===== src/common/mad_cfg.svh =====
// Constants for the address mark detector: pattern, widths, reset values.
// Assumes inclusion by bare name from design files.
`ifndef MAD_CFG_SVH
`define MAD_CFG_SVH

// ==========================================================
// Shift registers and pattern
`define MAD_SR_WIDTH      8
`define MAD_DATA_PATTERN  8'ha1
`define MAD_CLOCK_PATTERN 8'h0a

// ==========================================================
// Reset values and buffer depth
`define MAD_SR_RESET      8'h00
`define MAD_BUF_DEPTH     2

`endif


===== src/common/mad_pkg.sv =====
// Types shared by the address mark detector files.
// Assumes mad_cfg.svh is on the include path.
package mad_pkg;

  // ==========================================================
  // Separated bit pair sampled from the data separator
  typedef struct packed {
    logic data;
    logic clock;
  } mad_pair_t;

  // ==========================================================
  // Output serialiser states
  typedef enum logic [1:0] {
    MAD_IDLE = 2'b00,
    MAD_LOW  = 2'b01,
    MAD_HIGH = 2'b10
  } mad_drain_t;

endpackage


===== src/logic/mad_bit_buf.sv =====
// Two-entry valid/ready buffer for the recovered data stream.
// Assumes one clock, asynchronous active-low reset, synchronous flush.
`timescale 1ns/1ps

module mad_bit_buf #(
  parameter int WIDTH = 1,
  parameter int DEPTH = 2
) (
  input  wire logic             clk,
  input  wire logic             rst_n,
  input  wire logic             flush,
  input  wire logic             in_valid,
  output      logic             in_ready,
  input  wire logic [WIDTH-1:0] in_data,
  output      logic             out_valid,
  input  wire logic             out_ready,
  output      logic [WIDTH-1:0] out_data
);

  // ==========================================================
  // Parameter check
  initial begin
    if (DEPTH != 2 || WIDTH < 1) begin
      $error("mad_bit_buf serves only DEPTH 2 and WIDTH >= 1");
    end
  end

  logic [WIDTH-1:0] slot0;
  logic [WIDTH-1:0] slot1;
  logic [1:0]       count;

  // ==========================================================
  // Handshake decode
  wire push = in_valid && in_ready;
  wire pop  = out_valid && out_ready;

  assign in_ready  = (count != 2'd2);
  assign out_valid = (count != 2'd0);
  assign out_data  = slot0;

  // Slot 0 is the head; slot 1 holds the second word
  always_ff @(posedge clk or negedge rst_n) begin
    if (!rst_n) begin
      slot0 <= '0;
      slot1 <= '0;
      count <= 2'd0;
    end else if (flush) begin
      count <= 2'd0;
    end else begin
      if (pop && count == 2'd2) begin
        slot0 <= slot1;
      end
      if (push && (count == 2'd0 || (count == 2'd1 && pop))) begin
        slot0 <= in_data;
      end
      if (push && count == 2'd1 && !pop) begin
        slot1 <= in_data;
      end
      if (push && count == 2'd2 && pop) begin
        slot1 <= in_data;
      end
      count <= count + {1'b0, push} - {1'b0, pop};
    end
  end

endmodule


===== src/logic/mad_detector.sv =====
// MFM address mark detector with recovered data output and spare flop.
// Assumes all inputs synchronous to REF_CLK (50 MHz); read clock
// phases are sampled and their falling edges found here.
`timescale 1ns/1ps
`include "mad_cfg.svh"

// Contract
// - Enable low inhibits shifting; detect, bit clock, serial data inactive.
// - Data bit shifts in on each falling edge of the read clock; none while a full buffer stalls after detection.
// - Clock bit shifts in on each falling edge of the complementary phase; none while a full buffer stalls after detection.
// - Serial data comes from the data register's final stage, seven bits late.
// - After each shift compare both registers for data A1, clock 0A.
// - On match drive mark found high and its complement low.
// - Detect outputs stay latched until detection enable goes low.
// - Bit clock toggles after detection, inactive while enable is low.
// - Serial data changes with the output bit clock low, one cycle before each bit clock pulse.
// - Rising edge on the spare flop clock sets its output to zero.
// - Low on the spare flop clear forces its output to one at once.
// - Low pulses on test outputs when data holds A1 or clock holds 0A.
module mad_detector
  import mad_pkg::*;
#(
  parameter int SR_WIDTH = `MAD_SR_WIDTH
) (
  input  wire logic              REF_CLK,
  input  wire logic              ARST_N,
  input  wire logic              DETECTION_ENABLE,
  input  wire logic              READ_CLK,
  input  wire logic              READ_CLK_N,
  input  wire mad_pkg::mad_pair_t LINE_IN,
  output      logic              SERIAL_DATA_OUT,
  output      logic              OUTPUT_BIT_CLOCK,
  input  wire logic              OUT_READY,
  output      logic              SHIFT_READY,
  output      logic              MARK_FOUND,
  output      logic              MARK_FOUND_N,
  output      logic              DATA_BYTE_MATCH_PULSE_N,
  output      logic              CLOCK_BYTE_MATCH_PULSE_N,
  input  wire logic              AUX_FLOP_CLOCK,
  input  wire logic              AUX_FLOP_CLEAR_N,
  output      logic              AUX_FLOP_OUT
);

  // ==========================================================
  // Parameter check
  initial begin
    if (SR_WIDTH != 8) begin
      $error("mad_detector compares eight-bit registers only");
    end
  end

  logic [SR_WIDTH-1:0] data_sr;
  logic [SR_WIDTH-1:0] clock_sr;
  logic                read_clk_q;
  logic                read_clk_n_q;
  logic                found;
  logic                data_pulse;
  logic                clock_pulse;
  logic                aux_clk_q;
  logic                aux_state;
  logic                serial_out;
  logic                bit_clock;
  mad_drain_t          drain;
  mad_drain_t          next_drain;

  // ==========================================================
  // Edge detection on the sampled read clock phases
  wire enabled   = DETECTION_ENABLE;
  wire data_fall = read_clk_q && !READ_CLK;
  wire clk_fall  = read_clk_n_q && !READ_CLK_N;

  // Buffer handshake: a full buffer after detection stalls shifting
  wire buf_in_ready;
  wire buf_out_valid;
  wire buf_out_data;
  wire stall      = found && !buf_in_ready;
  wire data_shift = enabled && data_fall && !stall;
  wire clk_shift  = enabled && clk_fall && !stall;

  // ==========================================================
  // Next register contents and 16-bit comparison on them
  wire [SR_WIDTH-1:0] next_data_sr  = data_shift ?
    {data_sr[SR_WIDTH-2:0], LINE_IN.data} : data_sr;
  wire [SR_WIDTH-1:0] next_clock_sr = clk_shift ?
    {clock_sr[SR_WIDTH-2:0], LINE_IN.clock} : clock_sr;
  wire data_hit  = (next_data_sr == `MAD_DATA_PATTERN);
  wire clock_hit = (next_clock_sr == `MAD_CLOCK_PATTERN);
  wire any_shift = data_shift || clk_shift;
  wire match     = any_shift && data_hit && clock_hit;

  // Bits entering the data register's last stage after detection
  wire push_bit   = found && data_shift;
  wire drain_take = (drain == MAD_IDLE) && OUT_READY && buf_out_valid;

  // Host-visible stall indicator
  assign SHIFT_READY = !stall;

  // Phase history for edge detection
  always_ff @(posedge REF_CLK or negedge ARST_N) begin
    if (!ARST_N) begin
      read_clk_q   <= 1'b0;
      read_clk_n_q <= 1'b0;
    end else begin
      read_clk_q   <= READ_CLK;
      read_clk_n_q <= READ_CLK_N;
    end
  end

  // Shift registers; cleared while detection is disabled
  always_ff @(posedge REF_CLK or negedge ARST_N) begin
    if (!ARST_N) begin
      data_sr  <= `MAD_SR_RESET;
      clock_sr <= `MAD_SR_RESET;
    end else if (!enabled) begin
      data_sr  <= `MAD_SR_RESET;
      clock_sr <= `MAD_SR_RESET;
    end else begin
      data_sr  <= next_data_sr;
      clock_sr <= next_clock_sr;
    end
  end

  // Latched detect flag
  always_ff @(posedge REF_CLK or negedge ARST_N) begin
    if (!ARST_N) begin
      found <= 1'b0;
    end else if (!enabled) begin
      found <= 1'b0;
    end else if (match) begin
      found <= 1'b1;
    end
  end

  // Test pulses: one REF_CLK cycle per matching shift
  always_ff @(posedge REF_CLK or negedge ARST_N) begin
    if (!ARST_N) begin
      data_pulse  <= 1'b0;
      clock_pulse <= 1'b0;
    end else begin
      data_pulse  <= enabled && data_shift && data_hit;
      clock_pulse <= enabled && clk_shift && clock_hit;
    end
  end

  // ==========================================================
  // Two-entry buffer between the shift register and the serialiser
  mad_bit_buf #(
    .WIDTH (1),
    .DEPTH (`MAD_BUF_DEPTH)
  ) u_buf (
    .clk       (REF_CLK),
    .rst_n     (ARST_N),
    .flush     (!enabled),
    .in_valid  (push_bit),
    .in_ready  (buf_in_ready),
    .in_data   (next_data_sr[SR_WIDTH-1]),
    .out_valid (buf_out_valid),
    .out_ready (drain_take),
    .out_data  (buf_out_data)
  );

  // ==========================================================
  // Serialiser: data set with clock low, clock high next cycle
  always_comb begin
    next_drain = drain;
    unique case (drain)
      MAD_IDLE: begin
        if (drain_take) begin
          next_drain = MAD_LOW;
        end
      end
      MAD_LOW:  next_drain = MAD_HIGH;
      MAD_HIGH: next_drain = MAD_IDLE;
      default:  next_drain = MAD_IDLE;
    endcase
  end

  // Output bit and bit clock registers
  always_ff @(posedge REF_CLK or negedge ARST_N) begin
    if (!ARST_N) begin
      drain      <= MAD_IDLE;
      serial_out <= 1'b0;
      bit_clock  <= 1'b0;
    end else if (!enabled) begin
      drain      <= MAD_IDLE;
      serial_out <= 1'b0;
      bit_clock  <= 1'b0;
    end else begin
      drain      <= next_drain;
      if (drain_take) begin
        serial_out <= buf_out_data;
      end
      bit_clock  <= (next_drain == MAD_HIGH);
    end
  end

  // ==========================================================
  // Spare flop: rising clock edge sets 0, low clear forces 1
  wire aux_rise = AUX_FLOP_CLOCK && !aux_clk_q;

  always_ff @(posedge REF_CLK or negedge ARST_N) begin
    if (!ARST_N) begin
      aux_clk_q <= 1'b0;
      aux_state <= 1'b1;
    end else begin
      aux_clk_q <= AUX_FLOP_CLOCK;
      if (!AUX_FLOP_CLEAR_N) begin
        aux_state <= 1'b1;
      end else if (aux_rise) begin
        aux_state <= 1'b0;
      end
    end
  end

  // ==========================================================
  // Output assignments
  assign SERIAL_DATA_OUT          = serial_out;
  assign OUTPUT_BIT_CLOCK         = bit_clock;
  assign MARK_FOUND               = found;
  assign MARK_FOUND_N             = !found;
  assign DATA_BYTE_MATCH_PULSE_N  = !data_pulse;
  assign CLOCK_BYTE_MATCH_PULSE_N = !clock_pulse;
  assign AUX_FLOP_OUT             = aux_state || !AUX_FLOP_CLEAR_N;

endmodule


===== config.mk =====
export PLATFORM = sky130hd
export DESIGN_NAME = mad_detector
export DESIGN_NICKNAME = d
export VERILOG_FILES = /design/src/common/mad_pkg.sv /design/src/logic/mad_bit_buf.sv /design/src/logic/mad_detector.sv
export VERILOG_INCLUDE_DIRS = /design/src /design/src/common
export SDC_FILE = /design/constraint.sdc
export NUM_CORES = 1
export LEC_CHECK = 0
export ABC_CLOCK_PERIOD_IN_PS = 2150
export BUFFER_PORTS_ARGS = -buffer_cell sky130_fd_sc_hd__buf_4
export CORE_MARGIN = 5
export CORE_UTILIZATION = 56
export DETAILED_ROUTE_END_ITERATION = 8
export PLACE_DENSITY_LB_ADDON = 0.05
export SKIP_LAST_GASP = 1
export SLEW_MARGIN = 20
export SYNTH_ARGS = -nofsm -noshare
export SYNTH_HDL_FRONTEND = slang
export SYNTH_SLANG_ARGS = --single-unit

===== constraint.sdc =====
create_clock -name REF_CLK -period 2.15 [get_ports REF_CLK]
set_clock_uncertainty 0.05 [all_clocks]
set_input_delay 0.43 -clock REF_CLK [delete_from_list [all_inputs] [get_ports REF_CLK]]
set_output_delay 0.43 -clock REF_CLK [all_outputs]
set_load 0.05 [all_outputs]

# ---- After elaboration in Yosys (flattened, before gate mapping)
# Cells that the tools add are included.
dict set report classes {
  addsub 2
  eq_ne 10
  mux 19
  n_reduce_logical 46
}
# cell count
set ops {}
lappend ops {{$mux W8} 4}
lappend ops {{$logic_and A1 B1 Y1} 26}
lappend ops {{$mux W1} 11}
lappend ops {{$logic_not A1 Y1} 10}
lappend ops {{$eq A8 B4 Y1 const B} 1}
lappend ops {{$eq A8 B8 Y1 const B} 1}
lappend ops {{$mux W2} 3}
lappend ops {{$ne A2 B1 Y1 const B} 3}
lappend ops {{$reduce_bool A2 Y1} 3}
lappend ops {{$eq A2 B1 Y1 const B} 2}
lappend ops {{$eq A2 B2 Y1 const B} 2}
lappend ops {{$logic_not A2 Y1} 2}
lappend ops {{$pmux W2 S2} 1}
lappend ops {{$reduce_and A2 Y1} 2}
lappend ops {{$logic_or A1 B1 Y1} 3}
lappend ops {{$add A2 B1 Y2} 1}
lappend ops {{$ne A2 B2 Y1 const B} 1}
lappend ops {{$sub A2 B1 Y2} 1}
dict set report word_totals {
  regBits 31
  input_bits 10
  output_inout_bits 8
  word_cells 92
}

# ---- Logic depth before layout (Yosys ltp)
# Gate-level depths: netlist of run 1.
dict set report depth {
  ltp_word 11
  depth_mapped 8
  mapped_depth_nobuf 8
}

# ---- Hierarchy
# Synthesis of run 1 repeated with hierarchy kept, for this count alone.
dict set report unflattened {
  cells_unflattened 128
  hier_area_um2 1425.1
}
# mod n_inst cells_each area_per_inst_um2
set by_module_without_submodules {}
lappend by_module_without_submodules {mad_detector 1 99 1139.8}
lappend by_module_without_submodules {mad_bit_buf 1 29 285.3}

# ---- Worst setup path before layout of run 1
# Ideal clock, no wire load.
dict set report synth_path {
  kind {flip-flop to flip-flop}
  startpoint {register found (netlist: MARK_FOUND)}
  endpoint {register u_buf.slot0 (netlist: u_buf.out_data)}
  arrival_time_ns 2.054
  t_required_ns 1.975
  path_slack_ns -0.079
  stages_incl_launch_ff 6
  path_buffers 0
  period_less_slack_ns 2.229
  path_cell_list {dfrtp_1 -> nand3b_4 -> and3_4 -> mux2_4 -> mux2_4 -> mux2_2}
}
dict set report synth_via {
  elab_chain_cells 8
  word_cells_on_any_way 10
}
# item line_no
set synth_lines {}
lappend synth_lines {{start, declared} mad_detector.sv:56} ;# logic found;
lappend synth_lines {{start signal, assigned} mad_detector.sv:126} ;# found <= 1'b0;
lappend synth_lines {{start signal, assigned} mad_detector.sv:128} ;# found <= 1'b0;
lappend synth_lines {{start signal, assigned} mad_detector.sv:130} ;# found <= 1'b1;
lappend synth_lines {{$logic_and A1 B1 Y1 (*)} mad_detector.sv:76} ;# wire stall = found && !buf_in_ready;
lappend synth_lines {{$logic_not A1 Y1 (*)} -}
lappend synth_lines {{named net SHIFT_READY} mad_detector.sv:34} ;# output logic SHIFT_READY,
lappend synth_lines {{$logic_and A1 B1 Y1 (*)} mad_detector.sv:77} ;# wire data_shift = enabled && data_fall && !stall;
lappend synth_lines {{$logic_and A1 B1 Y1} mad_detector.sv:92} ;# wire push_bit = found && data_shift;
lappend synth_lines {{$logic_and A1 B1 Y1} mad_bit_buf.sv:34} ;# wire push = in_valid && in_ready;
lappend synth_lines {{$logic_and A1 B1 Y1} mad_bit_buf.sv:53} ;# if (push && (count == 2'd0 || (count == 2'd1 && pop))) begin
lappend synth_lines {{$reduce_bool A2 Y1 (no source line)} -}
lappend synth_lines {{$reduce_and A2 Y1 (no source line)} -}
lappend synth_lines {{end signal, assigned} mad_bit_buf.sv:51} ;# slot0 <= slot1;
lappend synth_lines {{end signal, assigned} mad_bit_buf.sv:54} ;# slot0 <= in_data;
lappend synth_lines {{end, declared} mad_bit_buf.sv:28} ;# logic [WIDTH-1:0] slot0;
# The timed path passes the listed nets; every way through them passes the cells marked *.
# A chain may end at the register's enable or synchronous reset.

# ---- Worst setup path after layout of run 1
dict set report layout_path {
  startpoint {register u_buf.count[0]}
  endpoint {register u_buf.slot0 (netlist: u_buf.out_data)}
}
dict set report layout_via {
  elab_chain_cells 10
  word_cells_on_any_way 21
}
# item line_no
set layout_lines {}
lappend layout_lines {{start, declared} mad_bit_buf.sv:30} ;# logic [1:0] count;
lappend layout_lines {{start signal, assigned} mad_bit_buf.sv:62} ;# count <= count + {1'b0, push} - {1'b0, pop};
lappend layout_lines {{$ne A2 B2 Y1} mad_bit_buf.sv:37} ;# assign in_ready = (count != 2'd2);
lappend layout_lines {{$logic_not A1 Y1} mad_detector.sv:76}
lappend layout_lines {{$logic_and A1 B1 Y1} mad_detector.sv:76}
lappend layout_lines {{$logic_not A1 Y1} mad_detector.sv:77}
lappend layout_lines {{$logic_and A1 B1 Y1} mad_detector.sv:77}
lappend layout_lines {{$logic_and A1 B1 Y1} mad_detector.sv:92}
lappend layout_lines {{$logic_and A1 B1 Y1} mad_bit_buf.sv:34}
lappend layout_lines {{$logic_and A1 B1 Y1} mad_bit_buf.sv:53}
lappend layout_lines {{$reduce_bool A2 Y1 (no source line)} -}
lappend layout_lines {{$reduce_and A2 Y1 (no source line)} -}
# Several ways; a longest one is shown, not always the timed one.

==> results of run 1 <==
cell usage after synthesis, types with 2 or more instances:
cell type   n  area, µm²
dfrtp_1    29        726
a21oi_1     3       15.0
nand4b_1    2       17.5
xnor2_1     2       17.5
o21ai_0     2       10.0
inv_1       6       22.5
nand2_1     5       18.8
nor4_1      2       12.5
mux2_4      2       30.0
and2_1      5       31.3
mux2i_1    16        160
clkbuf_1    2       7.51
nand3_1     3       15.0
ha_1        2       25.0
nor2_1      9       33.8
nor2b_1    16        100
nand2b_1    2       12.5
mux2_2      2       22.5
metal layers:
layer  wire (µm)  global-route usage, %  up-vias
met2        1250                   26.0       23
met1        1090                   20.9      460
met4          31                   5.57        0
li1            -                      -      473
met3         124                   5.74        4
met5           0                      0        -
worst max-delay path by stage:
stage / slack, ps / to / startpoint / cells past startpoint
after floorplan: 140 / u_buf.out_data$_DFFE_PN0P_ / MARK_FOUND$_DFFE_PN0P_ / 5
after global placement: 230 / u_buf.out_data$_DFFE_PN0P_ / READ_CLK / 6
after detailed placement: 210 / u_buf.out_data$_DFFE_PN0P_ / READ_CLK / 6
after CTS: 330 / u_buf.out_data$_DFFE_PN0P_ / u_buf.count[0]$_DFF_PN0_ / 5
after global routing: 250 / u_buf.count[1]$_DFF_PN0_ / OUTPUT_BIT_CLOCK$_DFF_PN0_ / 8
final: 330 / u_buf.out_data$_DFFE_PN0P_ / u_buf.count[0]$_DFF_PN0_ / 5
timing repair:
action / CTS / global route
setup endpoints to repair: 0 / 0
hold buffers: 1 / 0
gates resized for setup: 0 / 0
endpoints found under the hold margin: 29 / 0
worst reg2reg max path: stages (launching register included):
cell	delay [ps]
dfrtp_1	460
nand3b_4	190
and3_4	200
mux2_4	310
mux2_4	260
mux2_2	250
stage by stage:
step / utilization, % / hold WS [ps]
2_1_floorplan: - / 84.4
3_3_place_gp: 64.3 / 323
3_5_place_dp: 64.3 / 331
4_1_cts: 69.2 / 154
5_1_grt: 69.2 / 131
6_report: 69.2 / 168
power by group:
group / switching, mW / internal, mW / total (mW)
registers: 0.0144 / 0.577 / 0.592
clock network: 0.192 / 0.394 / 0.586
logic: 0.0547 / 0.0507 / 0.105
kinds of logic (layout without fill, tap and decap cells):
| logic type | after synthesis | after routing | synth area share (%) |
|---|---|---|---|
| mux | 20 | 20 | 14.8 |
| xor+xnor | 2 | 2 | 1.22 |
| compound gates | 8 | 8 | 3.48 |
| flops | 30 | 30 | 52.3 |
| fa+ha+maj | 2 | 2 | 1.74 |
| simple gates | 53 | 53 | 23.1 |
| buf+inv | 10 | 34 | 3.39 |
area by class of cell:
cell class	instances	area, µm²	area share (%)
repair buffers	20	153	8.90
clock buffers	6	51.3	2.99
inverters	6	22.5	1.31
well taps	30	37.5	2.19
flip-flops and latches	30	753	43.9
clock inverters	2	60.1	3.50
multi-input cells	85	638	37.2
==> metrics.md, run 1 <==
| Metric | Value |
|---|---|
| Min-delay src | READ_CLK |
| Wirelength per Cell | 13.9 µm |
| Ys async rst share | 100% |
| Reg2Reg Depth | 5 |
| P_leak | just over 0.8 nW |
| Synth Instances | 125 |
| Place WS | 211 ps |
| Max-Cap Viols | 0 |
| Status | completed |
| FF-to-FF End | u_buf.out_data$_DFFE_PN0P_ |
| CTS Buffer Depth | 2 |
| Req. time, crit path | 2310 ps |
| CP dominant cell by count | mux2_4 |
| DR vias/cell | 5.36 |
| Finished Cell Area | 0.00172 mm² |
| 1st-iter DRT viols | 21 |
| Tmin final | 1820 ps |
| Die ar. | ~0.0037 mm² |
| Flops & latches, synth | 30 |
| Worst-path cell chain | nand3b_4 > and3_4 > mux2_4 > mux2_4 > mux2_2 |
| Routed vias | between 900 and 1k |
| Post-synth EDFFs | 0 |
| Final std cells w/o fill | 179 |
| Most frequent cells in the layout | dfrtp_1 (28), buf_4 (19), mux2i_1 (16), nor2b_1 (16), nor2_1 (9) |
| Final setup viols | 0 |
| Syn nets | 137 |
| Final antenna-violating net count | 0 |
| Pre-antenna DRT Iters | 6 |
| PortBufs | 17 |
| Worst skew pair latency | ~320 ps |
| Placed cell area | 0.00159 mm² |
| Cell family with most CP delay | multiplexers |
| GR Util All Layers | ~16% |
| GPL Wtd Cong | 0.747 |
| Setup Fix Bufs, Post-CTS | 0 |
| Num ports | 18 |
| Final hold violation count | 0 |
| Sequential fraction of the synthesis area | a little over half |
| # DRC | 0 |
| Clock root buffer | clkbuf_4 |
| Slowest-stage cell, CP | dfrtp_1 |
| CP Capture Type | flop |
| Starting Density | 58.1% |
| Detailed-route wire length | roughly 2.5 mm |
| Hold EP | read_clk_q$_DFF_PN0_ |
| Clk slew on worst S/H paths | 100 ps |
| First-pass GRT wire length | 4.40 mm |
| Fill cell count | 200 |
| Die height | 60.7 µm |
| Fraction of the cycle the final worst path needs | 84.8% |
| Maximum VDD drop | 0.864 mV |
| Slowest stage delay, CP | 460 ps |
| Library cells used by synthesis | 33 |
| TritonCTS Buffers | 5 |
| # H-tree levels | 2 |
| N_diodes | 0 |
| Area Overhead vs Synth | 19.2% |
| Largest regs | clock_sr x8, data_sr x8, u_buf.count x2 |
| Fmax | between 0.5 and 0.6 GHz |
| Rel. slew slack | roughly 75% |
| Power per cell area | 748 mW/mm² |
| Layout cell share with drive strength beyond 1 | 24.8% |
| Synthesized area per cell | 11.5 µm² |
| Fin. max-slew vios | 0 |
| Crit Path Category | reg -> reg |
| TNS Setup | 0 ps |
| Yosys warning total | 0 |
| HPWL Detailed | 1.70 mm |
| Nets | 160 |
| Site Rows | 18 |
| Synth Cell Area | 0.00144 mm² |
| Power, Total | about 1.3 mW |
| RR Startpoint | u_buf.count[0]$_DFF_PN0_ |
| TritonCTS clock tree | yes |
| Most common cell after layout, fill and taps aside | dfrtp_1 |
| R2R Setup Slk | about 330 ps |
| Initial antenna violation count | 0 |
| Main synth FF type | dfrtp_1 |
| Arrival time of the worst setup path | 1990 ps |
| Placed insts | 170 |
| Clock sink count | 30 |
| Width of the die | around 60 µm |
| Slew @ Worst Pin | between 300 and 400 ps |
| Worst path bufs/invs | 0 |
| Core area | 0.00248 mm² |
| Final WS setup | about 330 ps |
| Hold Path Depth | 1 |
| Hold Path Class | in -> reg |
| Worst Path Max Fanout | 6 |
| Nature of the critical path startpoint | flop |
| Largest net degree at the start of global routing | 31 |
| RSZ-0062 raised after global routing | false |
| Overflow after GRT | 0 |
| Vias in the first global route | 960 |
No activity file was read; power rests on OpenSTA's default activity.
==> run 2, diff against run 1 <==
--- a/config.mk
+++ b/config.mk
@@ -6,7 +6,7 @@
 export SDC_FILE = /design/constraint.sdc
 export NUM_CORES = 1
 export LEC_CHECK = 0
-export ABC_CLOCK_PERIOD_IN_PS = 2150
+export ABC_CLOCK_PERIOD_IN_PS = 1890
 export BUFFER_PORTS_ARGS = -buffer_cell sky130_fd_sc_hd__buf_4
 export CORE_MARGIN = 5
 export CORE_UTILIZATION = 56
==> constraint.sdc (replaced) <==
create_clock -name REF_CLK -period 1.89 [get_ports REF_CLK]
set_clock_uncertainty 0.05 [all_clocks]
set_input_delay 0.378 -clock REF_CLK [delete_from_list [all_inputs] [get_ports REF_CLK]]
set_output_delay 0.378 -clock REF_CLK [all_outputs]
set_load 0.05 [all_outputs]
==> run 2 against run 1 <==
Effect of this change:
- final cell count grew 4.5%
- power shrank 5.8%
- via count grew 2.7%
- core utilization grew 0.66 points
- non-clock buffer count grew 8
- sequential power grew 13%
- register-to-register slack lost 170 ps
- hold slack lost 53 ps
- final area grew 0.95%
- wire length shrank 0.12%
- clock power shrank 32%
- largest cell class unchanged
- largest power group unchanged
==> metrics.md, run 2 (synthesis results as in run 1) <==
| Metric | Value |
|---|---|
| Worst Path Max Fanout | 4 (was 6) |
| Tmin final | 1730 ps (was 1820 ps) |
| Worst skew pair latency | 320 ps (about the same) |
| Reg2Reg Depth | 7 (was 5) |
| Req. time, crit path | 2060 ps (was 2310 ps) |
| GPL Wtd Cong | 0.811 (was 0.747) |
| GRT Max-Usage Layer | met2 (unchanged) |
| Power per cell area | 698 mW/mm² (was 748 mW/mm²) |
| PortBufs | 17 (unchanged) |
| GR Util met1 | 18.7% (was 20.9%) |
| Fin. max-slew vios | 0 (unchanged) |
| Status | completed (unchanged) |
| Slew @ Worst Pin | 370 ps (was 382 ps) |
| Fraction of the cycle the final worst path needs | 91.7% (was 84.8%) |
| Core area | 0.00248 mm² (unchanged) |
| Largest regs | clock_sr x8, data_sr x8, u_buf.count x2 (unchanged) |
| Setup Fix Bufs, Post-CTS | 0 (unchanged) |
| R2R Setup Slk | 160 ps (was 330 ps) |
| Site Rows | 18 (unchanged) |
| Final hold violation count | 0 (unchanged) |
| Max-Cap Viols | 0 (unchanged) |
| Finished Cell Area | 0.00173 mm² (was 0.00172 mm²) |
| Initial antenna violation count | 0 (unchanged) |
| Die height | 60.7 µm (unchanged) |
| Final WS setup | 157 ps (was 328 ps) |
| TritonCTS clock tree | yes (unchanged) |
| # DRC | 0 (unchanged) |
| Area Overhead vs Synth | 20.3% (was 19.2%) |
| Power, Total | 1.21 mW (was 1.28 mW) |
| Crit Path Category | reg -> reg (unchanged) |
| DR vias/cell | 5.27 (was 5.36) |
| GR Util All Layers | 16.7% (was 16.4%) |
| 1st-iter DRT viols | 20 (was 21) |
| Placed insts | 178 (was 170) |
| # H-tree levels | 2 (unchanged) |
| HPWL Detailed | 1.84 mm (was 1.70 mm) |
| Final antenna-violating net count | 0 (unchanged) |
| TritonCTS Buffers | 5 (unchanged) |
| Num ports | 18 (unchanged) |
| Vias in the first global route | 1004 (was 960) |
| Routed vias | 986 (was 960) |
| Final std cells w/o fill | 187 (was 179) |
| Met3 GRT Util | 3.83% (was 5.74%) |
| P_leak | 0.819 nW (was 0.808 nW) |
| Post-CTS sizing | 0 (unchanged) |
| Fmax | 0.577 GHz (was 0.549 GHz) |
| Placed cell area | 0.00166 mm² (was 0.00159 mm²) |
| Gate power share | 12.0% (was 8.2%) |
| Switching share of power | 24.8% (was 20.3%) |
| Die ar. | 0.00368 mm² (unchanged) |
| Internal | 0.909 mW (was 1.02 mW) |
| CTS Buffer Depth | 2 (unchanged) |
| Clock root buffer | clkbuf_4 (unchanged) |
| Final setup viols | 0 (unchanged) |
| CP Capture Type | flop (unchanged) |
| Rel. slew slack | 75.4% (was 74.5%) |
| Hold Path Class | in -> reg (unchanged) |
| Post-Route Utilization | 69.9% (was 69.2%) |
| CTS Hold Bufs | 1 (unchanged) |
| Clock sink count | 30 (unchanged) |
| N_diodes | 0 (unchanged) |
| Wirelength per Cell | 13.3 µm (was 13.9 µm) |
| GR Util met2 | 28.7% (was 26.0%) |
| Layout cell share with drive strength beyond 1 | 29.9% (was 24.8%) |
| Clk slew on worst S/H paths | 90 ps (was 100 ps) |
| First-pass GRT wire length | 4.37 mm (was 4.40 mm) |
| Place WS | 20.6 ps (was 211 ps) |
| Overflow after GRT | 0 (unchanged) |
| Largest net degree at the start of global routing | 31 (unchanged) |
| Fill cell count | 209 (was 200) |
| Nature of the critical path startpoint | flop (unchanged) |
| Maximum VDD drop | 0.567 mV (was 0.864 mV) |
| Hold Path Depth | 1 (unchanged) |
| Most frequent cells in the layout | dfrtp_1 (27), buf_4 (27), mux2i_1 (16), nor2b_1 (16), nor2_1 (9) (was dfrtp_1 (28), buf_4 (19), mux2i_1 (16), nor2b_1 (16), nor2_1 (9)) |
| Arrival time of the worst setup path | 1900 ps (was 1990 ps) |
| RSZ-0062 raised after global routing | false (unchanged) |
| Width of the die | 60.7 µm (unchanged) |
| Pre-antenna DRT Iters | 4 (was 6) |
| Starting Density | 58.1% (unchanged) |
| Nets | 168 (was 160) |
| Detailed-route wire length | 2.49 mm (about the same) |
| Clock network power share | 32.9% (was 45.7%) |
| Sequential share of power | 55.1% (was 46.1%) |
| Psw | 0.299 mW (was 0.261 mW) |
run 2: cell count changes in the layout (fill, tap and decap cells not counted), sizes merged:
cell / previous run / this run
clkinvlp: 0 / 1
buf: 19 / 27
bufinv: 2 / 0
clkinv: 0 / 1
run 2: power by group through the flow:
stage / logic (mW) / registers (mW) / clock network, mW
finish: 0.145 / 0.666 / 0.397
global route: 0.163 / 0.668 / 0.440
CTS: 0.148 / 0.666 / 0.416
detailed placement: 0.146 / 0.679 / 0
global placement: 0.141 / 0.678 / 0
floorplan: 0.0753 / 0.684 / 0
run 2: layout make-up:
cell class | instances | area (µm²) | share of cell area, %
sequential | 30 | 754 | 43.6
clock inverter | 2 | 12.5 | 0.723
tap | 30 | 37.5 | 2.17
multi-input combinational | 85 | 641 | 37.0
clock buffer | 6 | 51.3 | 2.96
inverter | 6 | 22.5 | 1.30
timing repair buffer | 28 | 213 | 12.3
run 2: per-stage QoR:
stage / hold WS [ps] / setup TNS [ps]
6_report: 116 / 0
5_1_grt: 83.2 / 0
4_1_cts: 90.9 / 0
3_5_place_dp: 277 / 0
3_3_place_gp: 269 / 0
2_1_floorplan: 32.4 / -83.5
run 2: worst paths after layout:
path	start	end
max	OUTPUT_BIT_CLOCK$_DFF_PN0_	u_buf.count[0]$_DFF_PN0_
max reg2reg	OUTPUT_BIT_CLOCK$_DFF_PN0_	u_buf.count[0]$_DFF_PN0_
min reg2reg	aux_clk_q$_DFF_PN0_	aux_state$_DFFE_PN1P_
max in group asynchronous	ARST_N	aux_state$_DFFE_PN1P_
min in group asynchronous	ARST_N	drain[0]$_DFF_PN0_
min	AUX_FLOP_CLOCK	aux_clk_q$_DFF_PN0_
run 2: critical path: stages (launching register included):
cell,delay (ps)
dfrtp_2,420
nor2_1,140
nand2_1,120
nor2_1,180
ha_1,250
inv_1,60
ha_2,250
and2_1,150
run 2: layer usage:
metal | share of wire [%] | vias up
li1 | - | 490
met4 | 1.2 | 0
met2 | 52 | 20
met1 | 42 | 472
met5 | 0 | -
met3 | 4.3 | 4
==> run 3, diff against run 2 <==
--- a/config.mk
+++ b/config.mk
@@ -12,6 +12,7 @@
 export CORE_UTILIZATION = 56
 export DETAILED_ROUTE_END_ITERATION = 8
 export PLACE_DENSITY_LB_ADDON = 0.05
+export REMOVE_ABC_BUFFERS = 1
 export SKIP_LAST_GASP = 1
 export SLEW_MARGIN = 20
 export SYNTH_ARGS = -nofsm -noshare
==> run 3 against run 2 <==
Effect of this change:
- worst setup slack worse by 22 ps
- core utilization decreased by 0.10 points
- combinational power about the same
- final area decreased by 0.14%
- first-iteration DRC count is 80% higher
- global-route usage rose by 0.49 points
- sequential power about the same
- clock power hardly changed
- largest power group unchanged
==> metrics.md, run 3 (synthesis results as in run 1) <==
| Metric | Value |
|---|---|
| Final WS setup | 135 ps (was 157 ps) |
| Rel. slew slack | 74.2% (was 75.4%) |
| Final std cells w/o fill | 188 (was 187) |
| PortBufs | 17 (unchanged) |
| Largest net degree at the start of global routing | 31 (unchanged) |
| # H-tree levels | 2 (unchanged) |
| Place WS | 9.05 ps (was 20.6 ps) |
| Final antenna-violating net count | 0 (unchanged) |
| Largest regs | clock_sr x8, data_sr x8, u_buf.count x2 (unchanged) |
| Crit Path Category | reg -> reg (unchanged) |
| Maximum VDD drop | 0.551 mV (was 0.567 mV) |
| Die height | 60.7 µm (unchanged) |
| CTS Buffer Depth | 2 (unchanged) |
| Pre-antenna DRT Iters | 4 (unchanged) |
| HPWL Detailed | 1.92 mm (was 1.84 mm) |
| Most frequent cells in the layout | dfrtp_1 (29), buf_4 (28), mux2i_1 (16), nor2b_1 (16), nor2_1 (9) (was dfrtp_1 (27), buf_4 (27), mux2i_1 (16), nor2b_1 (16), nor2_1 (9)) |
| Arrival time of the worst setup path | 1920 ps (was 1900 ps) |
| TritonCTS clock tree | yes (unchanged) |
| Multi-input gate area | 638 µm² (was 641 µm²) |
| Nature of the critical path startpoint | flop (unchanged) |
| Area Overhead vs Synth | 20.2% (was 20.3%) |
| Wirelength per Cell | 14.5 µm (was 13.3 µm) |
| Sequential cell area | 752 µm² (was 754 µm²) |
| First-pass GRT wire length | 4.51 mm (was 4.37 mm) |
| Status | completed (unchanged) |
| Core area | 0.00248 mm² (unchanged) |
| Final setup viols | 0 (unchanged) |
| Clock root buffer | clkbuf_4 (unchanged) |
| Placed cell area | 0.00166 mm² (about the same) |
| Hold_ws | 110 ps (was 116 ps) |
| Overflow after GRT | 0 (unchanged) |
| DR vias/cell | 5.37 (was 5.27) |
| Slew @ Worst Pin | 387 ps (was 370 ps) |
| Vias in the first global route | 1049 (was 1004) |
| Hold Path Class | in -> reg (unchanged) |
| Die ar. | 0.00368 mm² (unchanged) |
| Most common cell after layout, fill and taps aside | dfrtp_1 |
| Worst Path Max Fanout | 4 (unchanged) |
| RSZ-0062 raised after global routing | false (unchanged) |
| Routed vias | 1009 (was 986) |
| CP Capture Type | flop (unchanged) |
| Fmax | 0.570 GHz (was 0.577 GHz) |
| Max-Cap Viols | 0 (unchanged) |
| GPL Wtd Cong | 0.812 (was 0.811) |
| Starting Density | 58.1% (unchanged) |
| GR Util All Layers | 17.2% (was 16.7%) |
| Power, Total | 1.21 mW (about the same) |
| Clock sink count | 30 (unchanged) |
| Finished Cell Area | 0.00173 mm² (about the same) |
| 1st-iter DRT viols | 36 (was 20) |
| Layout cell share with drive strength beyond 1 | 27.2% (was 29.9%) |
| Initial antenna violation count | 0 (unchanged) |
| Setup Fix Bufs, Post-CTS | 0 (unchanged) |
| N_diodes | 0 (unchanged) |
| Clk slew on worst S/H paths | 90 ps (about the same) |
| Nets | 169 (was 168) |
| Site Rows | 18 (unchanged) |
| Worst skew pair latency | 330 ps (was 320 ps) |
| TritonCTS Buffers | 5 (unchanged) |
| Tmin final | 1750 ps (was 1730 ps) |
| Fraction of the cycle the final worst path needs | 92.8% (was 91.7%) |
| Num ports | 18 (unchanged) |
| Placed insts | 179 (was 178) |
| Width of the die | 60.7 µm (unchanged) |
| Detailed-route wire length | 2.73 mm (was 2.49 mm) |
| Final hold violation count | 0 (unchanged) |
| Power per cell area | 700 mW/mm² (was 698 mW/mm²) |
| Fin. max-slew vios | 0 (unchanged) |
| P_leak | 0.830 nW (was 0.819 nW) |
| # DRC | 0 (unchanged) |
| Req. time, crit path | 2060 ps (about the same) |
| Fill cell count | 209 (unchanged) |
[run 3: worst paths after layout]
kind / start / to / slack, ps / depth (start not counted)
max reg2reg: u_buf.count[0]$_DFF_PN0_ / u_buf.out_data$_DFFE_PN0P_ / 140 / 5
max in group asynchronous: ARST_N / aux_state$_DFFE_PN1P_ / 1010 / 2
min reg2reg: aux_state$_DFFE_PN1P_ / aux_state$_DFFE_PN1P_ / 440 / 2
min in group asynchronous: ARST_N / drain[0]$_DFF_PN0_ / 460 / 2
min: READ_CLK_N / read_clk_n_q$_DFF_PN0_ / 110 / 1
max: u_buf.count[0]$_DFF_PN0_ / u_buf.out_data$_DFFE_PN0P_ / 140 / 5
[run 3: cell type report]
cell class | count | area share (%)
Sequential cell | 30 | 43.5
Multi-Input combinational cell | 85 | 36.9
Timing Repair Buffer | 29 | 12.7
Clock buffer | 8 | 3.40
Tap cell | 30 | 2.17
Inverter | 6 | 1.30
[run 3: worst max-delay path, stage by stage (launching register included)]
cell	delay, ps
dfrtp_1	400
nand3b_4	190
and3_4	190
mux2_4	300
mux2_4	260
mux2_2	250
[run 3: layer usage]
layer / global-route usage (%) / routed length (µm) / vias to the layer above
met2: 29.5 / 1350 / 23
met1: 18.7 / 1170 / 486
li1: - / - / 490
met4: 10.5 / 82 / 0
met3: 4.89 / 132 / 10
met5: 0 / 0 / -
[run 3: stage by stage]
stage                     utilization, %  TNS [ps]
final                               69.8         0
after global placement              67.0         0
after detailed placement            67.0         0
after global routing                69.8         0
after CTS                           69.8         0
after floorplan                        -     -1240
[run 3: repair_timing]
action                     CTS  global route
hold endpoints to repair    29             0
setup endpoints to repair    0             0
hold buffers                 1             0
gates resized for setup      0             0
[run 3: where the power goes]
group | switching, mW | internal [mW]
registers | 0.00959 | 0.657
clock network | 0.213 | 0.183
logic | 0.0732 | 0.0737
total | 0.296 | 0.914
